==> src/sfdp_pkg.sv <==
/*
  Constants and types for the serial link, register map and table of the discoverable-parameter ROM
  that serves the first four doublewords, less byte 3Fh, of the basic flash parameter table.
  Assumes a single 100 MHz system clock samples every serial-link pin.
*/
// Functional notes
// - Relative byte 30h returns E5h: uniform 4-KB erase, non-volatile status, big buffer.
// - Relative byte 31h returns 20h, the uniform 4-KB sector erase opcode.
// - Relative byte 32h returns F1h: 1-1-4, 1-4-4, 1-2-2, 1-1-2 reads, 3-byte address.
// - Relative byte 33h returns FFh, the unused top byte of doubleword one.
// - Bytes 34h..37h hold density minus one, LSB first: FFh, FFh, FFh, 00h.
// - Relative byte 38h returns 44h: quad I/O read, two mode, four dummy cycles.
// - Relative byte 39h returns EBh, the quad I/O read opcode.
// - Relative byte 3Ah returns 08h: quad output read, no mode, eight dummy cycles.
// - Relative byte 3Bh returns 6Bh, the quad output read opcode.
// - Relative byte 3Ch returns 08h: dual output read, no mode, eight dummy cycles.
// - Relative byte 3Dh returns 3Bh, the dual output read opcode.
// - Relative byte 3Eh returns 80h: dual I/O read, four mode, zero dummy cycles.
// - The basic table starts at offset 30h; header zero points there.
// - Header zero reports the basic table length as 10h doublewords.
package sfdp_pkg;

  // Serial framing
  localparam logic [7:0] OP_READ_PARAM = 8'h5A;
  localparam logic [4:0] CMD_LAST = 5'h07;
  localparam logic [4:0] ADDR_LAST = 5'h17;
  localparam logic [4:0] DUMMY_LAST = 5'h07;

  // Parameter space contents
  localparam logic [23:0] ADDR_HDR_LENGTH = 24'h00000B;
  localparam logic [23:0] ADDR_HDR_POINTER = 24'h00000C;
  localparam logic [7:0] HDR_LENGTH_DWORDS = 8'h10;
  localparam logic [7:0] TABLE_BASE = 8'h30;
  localparam logic [23:0] ADDR_ERASE_INFO = 24'h000030;
  localparam logic [23:0] ADDR_ERASE_OP = 24'h000031;
  localparam logic [23:0] ADDR_READ_SUPPORT = 24'h000032;
  localparam logic [23:0] ADDR_DW1_TOP = 24'h000033;
  localparam logic [23:0] ADDR_DENSITY_B0 = 24'h000034;
  localparam logic [23:0] ADDR_DENSITY_B1 = 24'h000035;
  localparam logic [23:0] ADDR_DENSITY_B2 = 24'h000036;
  localparam logic [23:0] ADDR_DENSITY_B3 = 24'h000037;
  localparam logic [23:0] ADDR_QUAD_IO_READ_CYCLES = 24'h000038;
  localparam logic [23:0] ADDR_QUAD_IO_READ_OP = 24'h000039;
  localparam logic [23:0] ADDR_QUAD_OUTPUT_READ_CYCLES = 24'h00003A;
  localparam logic [23:0] ADDR_QUAD_OUTPUT_READ_OP = 24'h00003B;
  localparam logic [23:0] ADDR_DUAL_OUTPUT_READ_CYCLES = 24'h00003C;
  localparam logic [23:0] ADDR_DUAL_OUTPUT_READ_OP = 24'h00003D;
  localparam logic [23:0] ADDR_DUAL_IO_READ_CYCLES = 24'h00003E;
  localparam logic [7:0] VAL_ERASE_INFO = 8'hE5;
  localparam logic [7:0] VAL_ERASE_OP = 8'h20;
  localparam logic [7:0] VAL_READ_SUPPORT = 8'hF1;
  localparam logic [7:0] VAL_ALL_ONES = 8'hFF;
  localparam logic [7:0] VAL_DENSITY_TOP = 8'h00;
  localparam logic [7:0] VAL_QUAD_IO_READ_CYCLES = 8'h44;
  localparam logic [7:0] VAL_QUAD_IO_READ_OP = 8'hEB;
  localparam logic [7:0] VAL_QUAD_OUTPUT_READ_CYCLES = 8'h08;
  localparam logic [7:0] VAL_QUAD_OUTPUT_READ_OP = 8'h6B;
  localparam logic [7:0] VAL_DUAL_OUTPUT_READ_CYCLES = 8'h08;
  localparam logic [7:0] VAL_DUAL_OUTPUT_READ_OP = 8'h3B;
  localparam logic [7:0] VAL_DUAL_IO_READ_CYCLES = 8'h80;

  // Register map (byte addresses)
  localparam logic [7:0] REG_CTRL = 8'h00;
  localparam logic [7:0] REG_STATUS = 8'h04;
  localparam logic [7:0] REG_LOOKUP_ADDR = 8'h08;
  localparam logic [7:0] REG_LOOKUP_DATA = 8'h0C;
  localparam logic [7:0] REG_BYTE_COUNT = 8'h10;
  localparam int CTRL_ENABLE_BIT = 0;
  localparam logic [31:0] CTRL_RESET = 32'h00000001;
  localparam int STATUS_ACTIVE_BIT = 0;
  localparam int STATUS_STATE_LSB = 1;
  localparam int STATUS_ADDR_LSB = 8;
  localparam int HTRANS_ACTIVE_BIT = 1;

  typedef enum logic [2:0]
  {
    ST_IDLE = 3'h0,
    ST_CMD = 3'h1,
    ST_ADDR = 3'h3,
    ST_DUMMY = 3'h2,
    ST_DATA = 3'h6,
    ST_IGNORE = 3'h7
  } link_state_t;

  typedef struct packed
  {
    logic sclk;
    logic cs_n;
    logic mosi;
  } spi_in_t;

  typedef struct packed
  {
    logic sel;
    logic write;
    logic [7:0] addr;
  } bus_req_t;

endpackage

==> src/sfdp_basic_param_rom.sv <==
/*
  Parameter-space read responder: decodes the serial read-parameter command,
  streams table bytes MSB first, and exposes control and status over AHB-Lite.
  Assumes serial mode 0, a serial clock well below a quarter of clk, and a
  chip select that falls at least two clk cycles before the first serial edge.
*/
// Implementation choices: the AHB-Lite slave port and the register addresses.
module sfdp_basic_param_rom
(
  input wire logic clk,
  input wire logic reset,
  input wire logic ce,
  input wire sfdp_pkg::spi_in_t spi_in,
  output logic miso_o,
  output logic miso_oe,
  input wire logic hsel,
  input wire logic [31:0] haddr,
  input wire logic [1:0] htrans,
  input wire logic hwrite,
  input wire logic [2:0] hsize,
  input wire logic [31:0] hwdata,
  input wire logic hready,
  output logic hreadyout,
  output logic hresp,
  output logic [31:0] hrdata
);

  sfdp_pkg::spi_in_t sync1_reg;
  sfdp_pkg::spi_in_t sync2_reg;
  logic sclk_prev_reg;
  sfdp_pkg::link_state_t state_reg;
  logic [4:0] bit_cnt_reg;
  logic [2:0] out_cnt_reg;
  logic [23:0] shift_reg;
  logic [23:0] addr_reg;
  logic [7:0] tx_reg;
  logic miso_reg;
  logic oe_reg;
  logic [15:0] byte_count_reg;
  logic [31:0] ctrl_reg;
  logic [7:0] lookup_addr_reg;
  sfdp_pkg::bus_req_t req_reg;
  logic rd_done_reg;
  logic [31:0] hrdata_reg;

  // Pure constant lookup: no storage, so nothing on the bus or link can alter it
  // Addresses outside the served bytes read all ones, like erased parameter space
  function automatic logic [7:0] table_byte(input logic [23:0] a);
    logic [7:0] v;
    v = sfdp_pkg::VAL_ALL_ONES;
    case (a)
      sfdp_pkg::ADDR_HDR_LENGTH: v = sfdp_pkg::HDR_LENGTH_DWORDS;
      sfdp_pkg::ADDR_HDR_POINTER: v = sfdp_pkg::TABLE_BASE;
      sfdp_pkg::ADDR_ERASE_INFO: v = sfdp_pkg::VAL_ERASE_INFO;
      sfdp_pkg::ADDR_ERASE_OP: v = sfdp_pkg::VAL_ERASE_OP;
      sfdp_pkg::ADDR_READ_SUPPORT: v = sfdp_pkg::VAL_READ_SUPPORT;
      sfdp_pkg::ADDR_DW1_TOP: v = sfdp_pkg::VAL_ALL_ONES;
      sfdp_pkg::ADDR_DENSITY_B0: v = sfdp_pkg::VAL_ALL_ONES;
      sfdp_pkg::ADDR_DENSITY_B1: v = sfdp_pkg::VAL_ALL_ONES;
      sfdp_pkg::ADDR_DENSITY_B2: v = sfdp_pkg::VAL_ALL_ONES;
      sfdp_pkg::ADDR_DENSITY_B3: v = sfdp_pkg::VAL_DENSITY_TOP;
      sfdp_pkg::ADDR_QUAD_IO_READ_CYCLES: v = sfdp_pkg::VAL_QUAD_IO_READ_CYCLES;
      sfdp_pkg::ADDR_QUAD_IO_READ_OP: v = sfdp_pkg::VAL_QUAD_IO_READ_OP;
      sfdp_pkg::ADDR_QUAD_OUTPUT_READ_CYCLES: v = sfdp_pkg::VAL_QUAD_OUTPUT_READ_CYCLES;
      sfdp_pkg::ADDR_QUAD_OUTPUT_READ_OP: v = sfdp_pkg::VAL_QUAD_OUTPUT_READ_OP;
      sfdp_pkg::ADDR_DUAL_OUTPUT_READ_CYCLES: v = sfdp_pkg::VAL_DUAL_OUTPUT_READ_CYCLES;
      sfdp_pkg::ADDR_DUAL_OUTPUT_READ_OP: v = sfdp_pkg::VAL_DUAL_OUTPUT_READ_OP;
      sfdp_pkg::ADDR_DUAL_IO_READ_CYCLES: v = sfdp_pkg::VAL_DUAL_IO_READ_CYCLES;
      default: v = sfdp_pkg::VAL_ALL_ONES;
    endcase
    return v;
  endfunction

  wire sclk_rise = sync2_reg.sclk & ~sclk_prev_reg;
  wire sclk_fall = ~sync2_reg.sclk & sclk_prev_reg;
  wire cs_active = ~sync2_reg.cs_n;
  wire [23:0] shift_next = {shift_reg[22:0], sync2_reg.mosi};
  wire cmd_ok = (shift_next[7:0] == sfdp_pkg::OP_READ_PARAM) & ctrl_reg[sfdp_pkg::CTRL_ENABLE_BIT];
  wire [7:0] link_byte = table_byte(addr_reg);
  wire [7:0] lookup_byte = table_byte({16'h0000, lookup_addr_reg});

  // Only the second stage is looked at; the first may be metastable
  always_ff @(posedge clk or posedge reset)
  begin
    if (reset)
    begin
      // Idle pin levels (select high, clock low), so no false frame follows reset
      sync1_reg <= 3'h2;
      sync2_reg <= 3'h2;
      sclk_prev_reg <= 1'b0;
    end
    else if (ce)
    begin
      sync1_reg <= spi_in;
      sync2_reg <= sync1_reg;
      sclk_prev_reg <= sync2_reg.sclk;
    end
  end

  // Link sequencer: opcode, three address bytes, eight dummy bits, then data
  always_ff @(posedge clk or posedge reset)
  begin
    if (reset)
    begin
      state_reg <= sfdp_pkg::ST_IDLE;
      bit_cnt_reg <= 5'h00;
      out_cnt_reg <= 3'h0;
      shift_reg <= 24'h000000;
      addr_reg <= 24'h000000;
      tx_reg <= 8'h00;
      miso_reg <= 1'b0;
      oe_reg <= 1'b0;
      byte_count_reg <= 16'h0000;
    end
    else if (ce)
    begin
      if (!cs_active)
      begin
        state_reg <= sfdp_pkg::ST_IDLE;
        bit_cnt_reg <= 5'h00;
        oe_reg <= 1'b0;
      end
      else
      begin
        case (state_reg)
          sfdp_pkg::ST_IDLE:
          begin
            state_reg <= sfdp_pkg::ST_CMD;
            bit_cnt_reg <= 5'h00;
          end
          sfdp_pkg::ST_CMD:
          begin
            if (sclk_rise)
            begin
              shift_reg <= shift_next;
              bit_cnt_reg <= bit_cnt_reg + 5'h01;
              if (bit_cnt_reg == sfdp_pkg::CMD_LAST)
              begin
                // Other opcodes are left to the rest of the device
                state_reg <= cmd_ok ? sfdp_pkg::ST_ADDR : sfdp_pkg::ST_IGNORE;
                bit_cnt_reg <= 5'h00;
              end
            end
          end
          sfdp_pkg::ST_ADDR:
          begin
            if (sclk_rise)
            begin
              shift_reg <= shift_next;
              bit_cnt_reg <= bit_cnt_reg + 5'h01;
              if (bit_cnt_reg == sfdp_pkg::ADDR_LAST)
              begin
                addr_reg <= shift_next;
                state_reg <= sfdp_pkg::ST_DUMMY;
                bit_cnt_reg <= 5'h00;
              end
            end
          end
          sfdp_pkg::ST_DUMMY:
          begin
            if (sclk_rise)
            begin
              bit_cnt_reg <= bit_cnt_reg + 5'h01;
              if (bit_cnt_reg == sfdp_pkg::DUMMY_LAST)
              begin
                state_reg <= sfdp_pkg::ST_DATA;
                bit_cnt_reg <= 5'h00;
                out_cnt_reg <= 3'h0;
              end
            end
          end
          sfdp_pkg::ST_DATA:
          begin
            if (sclk_fall)
            begin
              oe_reg <= 1'b1;
              out_cnt_reg <= out_cnt_reg + 3'h1;
              if (out_cnt_reg == 3'h0)
              begin
                miso_reg <= link_byte[7];
                tx_reg <= {link_byte[6:0], 1'b0};
                addr_reg <= addr_reg + 24'h000001;
                byte_count_reg <= byte_count_reg + 16'h0001;
              end
              else
              begin
                miso_reg <= tx_reg[7];
                tx_reg <= {tx_reg[6:0], 1'b0};
              end
            end
          end
          sfdp_pkg::ST_IGNORE:
          begin
            state_reg <= sfdp_pkg::ST_IGNORE;
          end
          default:
          begin
            state_reg <= sfdp_pkg::ST_IDLE;
          end
        endcase
      end
    end
  end

  assign miso_o = miso_reg;
  assign miso_oe = oe_reg;

  // Bus slave: writes complete with no wait, reads take one wait state
  wire addr_phase = hsel & hready & htrans[sfdp_pkg::HTRANS_ACTIVE_BIT];
  wire rd_pending = req_reg.sel & ~req_reg.write;
  wire wr_commit = req_reg.sel & req_reg.write & hready;
  wire [31:0] status_word = {addr_reg, 4'h0, state_reg, cs_active};
  wire sel_ctrl = req_reg.addr == sfdp_pkg::REG_CTRL;
  wire sel_status = req_reg.addr == sfdp_pkg::REG_STATUS;
  wire sel_lookup_addr = req_reg.addr == sfdp_pkg::REG_LOOKUP_ADDR;
  wire sel_lookup_data = req_reg.addr == sfdp_pkg::REG_LOOKUP_DATA;
  wire sel_count = req_reg.addr == sfdp_pkg::REG_BYTE_COUNT;
  wire [31:0] rdata =
    sel_ctrl ? ctrl_reg :
    sel_status ? status_word :
    sel_lookup_addr ? {24'h000000, lookup_addr_reg} :
    sel_lookup_data ? {24'h000000, lookup_byte} :
    sel_count ? {16'h0000, byte_count_reg} :
    32'h00000000;

  always_ff @(posedge clk or posedge reset)
  begin
    if (reset)
    begin
      req_reg <= '0;
      rd_done_reg <= 1'b0;
      hrdata_reg <= 32'h00000000;
    end
    else if (ce)
    begin
      if (hready)
      begin
        req_reg <= addr_phase ? {1'b1, hwrite, haddr[7:0]} : '0;
        rd_done_reg <= 1'b0;
      end
      else if (rd_pending)
      begin
        hrdata_reg <= rdata;
        rd_done_reg <= 1'b1;
      end
    end
  end

  // Table bytes have no write path; a write to the data window is dropped
  always_ff @(posedge clk or posedge reset)
  begin
    if (reset)
    begin
      ctrl_reg <= sfdp_pkg::CTRL_RESET;
      lookup_addr_reg <= 8'h00;
    end
    else if (ce && wr_commit)
    begin
      if (sel_ctrl)
      begin
        ctrl_reg <= {31'h00000000, hwdata[sfdp_pkg::CTRL_ENABLE_BIT]};
      end
      if (sel_lookup_addr)
      begin
        lookup_addr_reg <= hwdata[7:0];
      end
    end
  end

  assign hreadyout = ~(rd_pending & ~rd_done_reg);
  assign hresp = 1'b0;
  assign hrdata = hrdata_reg;

endmodule

==> config.mk <==
export PLATFORM = sky130hd
export DESIGN_NAME = sfdp_basic_param_rom
export DESIGN_NICKNAME = d
export VERILOG_FILES = /design/src/sfdp_pkg.sv /design/src/sfdp_basic_param_rom.sv
export SDC_FILE = /design/constraint.sdc
export NUM_CORES = 1
export LEC_CHECK = 0
export BUFFER_PORTS_ARGS = -buffer_cell sky130_fd_sc_hd__buf_2
export CORE_MARGIN = 8
export CORE_UTILIZATION = 44
export CTS_BUF_LIST = sky130_fd_sc_hd__clkbuf_8 sky130_fd_sc_hd__clkbuf_16
export CTS_CLUSTER_DIAMETER = 200
export DETAILED_ROUTE_END_ITERATION = 8
export GPL_TIMING_DRIVEN = 0
export PLACE_DENSITY = 0.63
export SETUP_SLACK_MARGIN = 0.02
export SKIP_LAST_GASP = 1
export SYNTH_ARGS = -nofsm -noshare
export SYNTH_HDL_FRONTEND = slang
export SYNTH_SLANG_ARGS = --single-unit
==> constraint.sdc <==
create_clock -name clk -period 8.99 [get_ports clk]
set_clock_uncertainty 0.05 [all_clocks]
set_input_delay 0 -clock clk [delete_from_list [all_inputs] [get_ports clk]]
set_output_delay 0 -clock clk [all_outputs]
set_load 0.005 [all_outputs]
# After elaboration in Yosys (flattened, before gate mapping)
# Memory sizes are Yosys's and may differ from the RTL's.
# Cells that the tools add are included.
word_totals:
  mem_count: 2
  inputBits: 78
  rom_bits: 1024
  ff_bits: 143
op_classes:
  eq_ne: 26
  reduce_logical: 27
  mux: 39
  bitwise: 16
  n_addsub: 4
memory_table:
  columns: ["name", "depth", "width", "rd", "rd_ports_with_merged_regs", "wr", "line", "source"]
  rows:
  - ["(name not given)", 64, 8, 1, 0, 0, "sfdp_basic_param_rom.sv:51", "case (a)"]
  - ["(name not given)", 64, 8, 1, 0, 0, "sfdp_basic_param_rom.sv:51", null]
ops:
  columns: ["op", "count"]
  rows:
  - ["$mux W24", 4]
  - ["$mux W32", 2]
  - ["$mux W16", 3]
  - ["$pmux W24 S2", 1]
  - ["$mux W3", 11]
  - ["$mux W5", 5]
  - ["$add A24 B1 Y24 const B", 1]
  - ["$mux W8", 3]
  - ["$logic_not A18 Y1", 1]
  - ["$ne A3 B3 Y1 const B", 6]
  - ["$pmux W3 S6", 1]
  - ["$add A16 B1 Y16 const B", 1]
  - ["$eq A8 B4 Y1 const B", 2]
  - ["$pmux W5 S3", 1]
  - ["$ne A2 B2 Y1 const B", 7]
  - ["$reduce_and A4 Y1", 3]
  - ["$mux W10", 1]
  - ["$reduce_bool A2 Y1", 5]
  - ["$and A1 B1 Y1", 9]
  - ["$eq A8 B3 Y1 const B", 1]
  - ["$eq A8 B5 Y1 const B", 1]
  - ["$eq A8 B7 Y1 const B", 1]
  - ["$logic_not A8 Y1", 1]
  - ["$reduce_and A2 Y1", 4]
  - ["21 further kinds", 37]

# Logic depth before layout (Yosys ltp)
depth:
  depth_word: 7
  mapped_depth: 8
  ltp_nobuf: 7

# Worst setup path after synthesis
# No wires, ideal clock.
synth_path:
  path_type: "flip-flop to flip-flop"
  startpoint: "register addr_reg[0]"
  endpoint: "register addr_reg[18]"
  slack_ns: 6.909
  stages_incl_launch_ff: 7
  period_less_slack_ns: 2.081
  t_arrival_ns: 1.951
  setup_time_ns: 0.079
  path_cell_list: "dfrtp_1 ha_1 nand3_1 nor4_1 nand2_1 a21oi_2 a2bb2oi_1"
synth_between:
  elab_chain_len: 4
synth_lines:
  columns: ["item", "line", "source"]
  rows:
  - ["start: declaration", "sfdp_basic_param_rom.sv:35", "logic [23:0] addr_reg;"]
  - ["start signal: assignment", "sfdp_basic_param_rom.sv:153", "addr_reg <= shift_next;"]
  - ["start signal: assignment", "sfdp_basic_param_rom.sv:182", "addr_reg <= addr_reg + 24'h000001;"]
  - ["$add A24 B1 Y24", "sfdp_basic_param_rom.sv:182", null]
  - ["$mux W24", "sfdp_basic_param_rom.sv:178", "if (out_cnt_reg == 3'h0)"]
  - ["$mux W24", "sfdp_basic_param_rom.sv:174", "if (sclk_fall)"]
  - ["$pmux W24 S2", "sfdp_basic_param_rom.sv:125", "case (state_reg)"]
# No other way between the ends. The select of a mux whose other input is x is not followed.
# A chain may end at the register's enable or synchronous reset.

# Worst setup path in the final report
layout_path:
  startpoint: "register addr_reg[1]"
  endpoint: "register addr_reg[18]"
# Same word-level chain as after synthesis.

==> impl_metrics.json <==
{
  "top_layer_used": "met4",
  "synth_fp_nets": 862,
  "grt_util_all_layers": 0.189,
  "clk_pin_slew_worst_paths_ns": 0.06,
  "maxCapViolCount": 0,
  "antennaDiodeCount": 0,
  "crit_type": "flip-flop to flip-flop",
  "fin_crit_sh": 0.332,
  "drt_wl_total_um": 20000,
  "cp-end-kind": "flip-flop",
  "via_per_inst": 5.81,
  "ir_worst_vdd_v": 0.000163,
  "maxSlewHeadroom": 0.115,
  "dieArea_um2": 21700,
  "syn_inst": 766,
  "dieHeight_um": 147,
  "drive_above_1_share": 0.197,
  "yosys.area.top_type": "dfrtp_1",
  "rsz0062_at_grt": "false",
  "cts_inserted_buffers": 17,
  "clk_path_buf_depth": 2,
  "finalNonFillerCells": 1107,
  "ant_nets": 0,
  "worst_slack_ns": 6.01,
  "synth_enable_flop_cells": 0,
  "io_pins": 114,
  "m1WireLength_um": 9610,
  "timing.rr.end": "addr_reg[18]",
  "ys_seq_area_frac": 0.469,
  "dieWidth_um": 147,
  "grt_max_degree": 84,
  "place_ws_ns": 6.18,
  "synth_commonest_cells": "dfrtp_1 (139), nand2_1 (63), o21ai_0 (62)",
  "r2r_slack_ns": 6.01,
  "gp_congestion": 0.869,
  "firstDrtPassIters": 5,
  "synth_top_cell_area_share": 0.459,
  "root_buffer": "clkbuf_16",
  "grt-ovfl-total": 0,
  "yosys_warnings": 0,
  "start_kind": "flip-flop",
  "critPathArrivalTime_ns": 3.27,
  "wl_met2_um": 8930,
  "wire_per_inst_um": 18.1,
  "synthDistinctLibCells": 70,
  "syn_area_per_cell_um2": 9.90,
  "portBuffers": 59,
  "setup_violations": 0,
  "dp.cells": 1051,
  "syn_area_um2": 7580,
  "area_growth_pct": 19.9,
  "fin_util": 0.533,
  "worst_r2r_path_depth": 6,
  "finalMaxSlewViolations": 0,
  "clk-insertion-delay-late_ns": 0.42,
  "synth_ff_type": "dfrtp_1",
  "fin_nets": 965,
  "async_reset_ff_frac": 1.00,
  "min-delay-start": "hsel",
  "finalHoldViolations": 0,
  "cts.repair.resized": 0,
  "status": "completed",
  "drc_errors": 0,
  "antenna_found_initial": 0,
  "synth.most_common_cell": "dfrtp_1",
  "powerDensity_nw_per_um2": 245,
  "hold_class": "input pin to flip-flop",
  "coreArea_um2": 17100,
  "hold_depth": 4,
  "synth_area_leaders": "dfrtp_1 (46%), mux2_2 (5.9%), o21ai_0 (4.1%)",
  "post-dp-hpwl_um": 14100,
  "wl_met3_um": 1070,
  "grt_pass1_wl_um": 33000,
  "synth_seq_cells": 142,
  "cts_tree": "done",
  "row_count": 48,
  "reg2reg_from": "addr_reg[1]",
  "start_util": 0.444,
  "first_iter_violations": 561,
  "first_global_vias": 6169,
  "num_vias": 6434,
  "crit_fanout": 11,
  "post-route-min-period_ns": 2.98,
  "hold_end": "req_reg[9]",
  "tightest_slew_ns": 1.32,
  "clock-sinks": 142,
  "crit_required_ns": 9.27,
  "htreeDepth": 4,
  "finalSetupTns_ns": 0,
  "largest_register_ff_count": 32,
  "power_leakage_nw": 4.01,
  "fmax_ghz": 0.335
}
-- worst max path at each step --
stage              endpoint  cells past startpoint  slack, ns   startpoint
3_5_place_dp   addr_reg[18]                      6       6.18  addr_reg[0]
4_1_cts        addr_reg[18]                      6       6.18  addr_reg[1]
5_1_grt        addr_reg[18]                      6       5.85  addr_reg[1]
2_1_floorplan   addr_reg[0]                      1       5.14        reset
3_3_place_gp   sync1_reg[0]                      2       3.36        reset
6_report       addr_reg[18]                      6       6.01  addr_reg[1]
-- power breakdown --
| group | switching [mW] | leakage [nW] | internal [mW] | total, mW |
|---|---|---|---|---|
| sequential | 0.138 | 1.86 | 0.754 | 0.892 |
| clock | 0.286 | 0.314 | 0.500 | 0.786 |
| combinational | 0.328 | 1.84 | 0.225 | 0.553 |
-- critical path: stages (launching register included) --
cell	delay [ns]
dfrtp_1	0.60
ha_1	0.33
nand3_1	0.22
nor4_1	1.04
nand2_1	0.27
a21oi_2	0.20
a2bb2oi_1	0.19
-- logic make-up after synthesis --
family,synth area share
mux,0.0647
buf+inv,0.0378
flops,0.469
simple gates,0.172
other cells,0.000495
fa+ha+maj,0.0297
xor+xnor,0.0196
compound gates,0.207
-- metal layers --
metal	track usage	vias to the layer above
met5	0	-
met1	0.263	3163
met2	0.281	198
li1	-	3045
met3	0.0455	28
met4	0.0637	0
-- what timing repair did --
item | CTS | global route
hold buffers | 24 | 0
setup buffers | 0 | 0
endpoints found under the hold margin | 81 | 0
-- per-stage QoR --
stage                     total power [mW]  hold slack (ns)  area (µm²)
final                                 2.23           0.0242        9090
after global routing                  2.34           0.0478        9090
after CTS                             2.24          0.00898        9090
after detailed placement              1.44           0.0777        8190
after global placement                1.42            0.155        8160
after floorplan                       1.25           0.0668        7580
-- placed cells by master (no fill, tap or decap), types with 5 or more instances in the layout --
cell type,count
dfrtp_1,139
buf_2,71
nand2_1,63
o21ai_0,62
a21oi_1,41
mux2_2,40
nor2_1,38
clkbuf_1,31
a22o_1,30
nand3_1,26
dlygate4sd3_1,24
inv_1,19
ha_1,18
clkbuf_16,17
nand4_1,16
a31oi_1,14
o22ai_1,14
a22oi_1,14
nor2b_1,12
nor3_1,12
and2_1,10
xnor2_1,10
nand2b_1,9
or3_1,9
nor4_1,8
o31ai_1,8
a21oi_2,7
xor2_1,7
nand3b_1,6
and3_1,6
and4_1,5
a2bb2oi_2,5
o211ai_1,5
a211oi_1,5
bufinv_16,5
-- layout make-up --
class	count	area (µm²)
well taps	225	282
multi-input cells	555	3740
clock buffers	18	439
fillers	1550	7970
plain buffers	50	215
clock inverters	14	216
flip-flops and latches	142	3560
repair buffers	84	563
inverters	19	76.3
No activity file was read; power rests on OpenSTA's default activity.
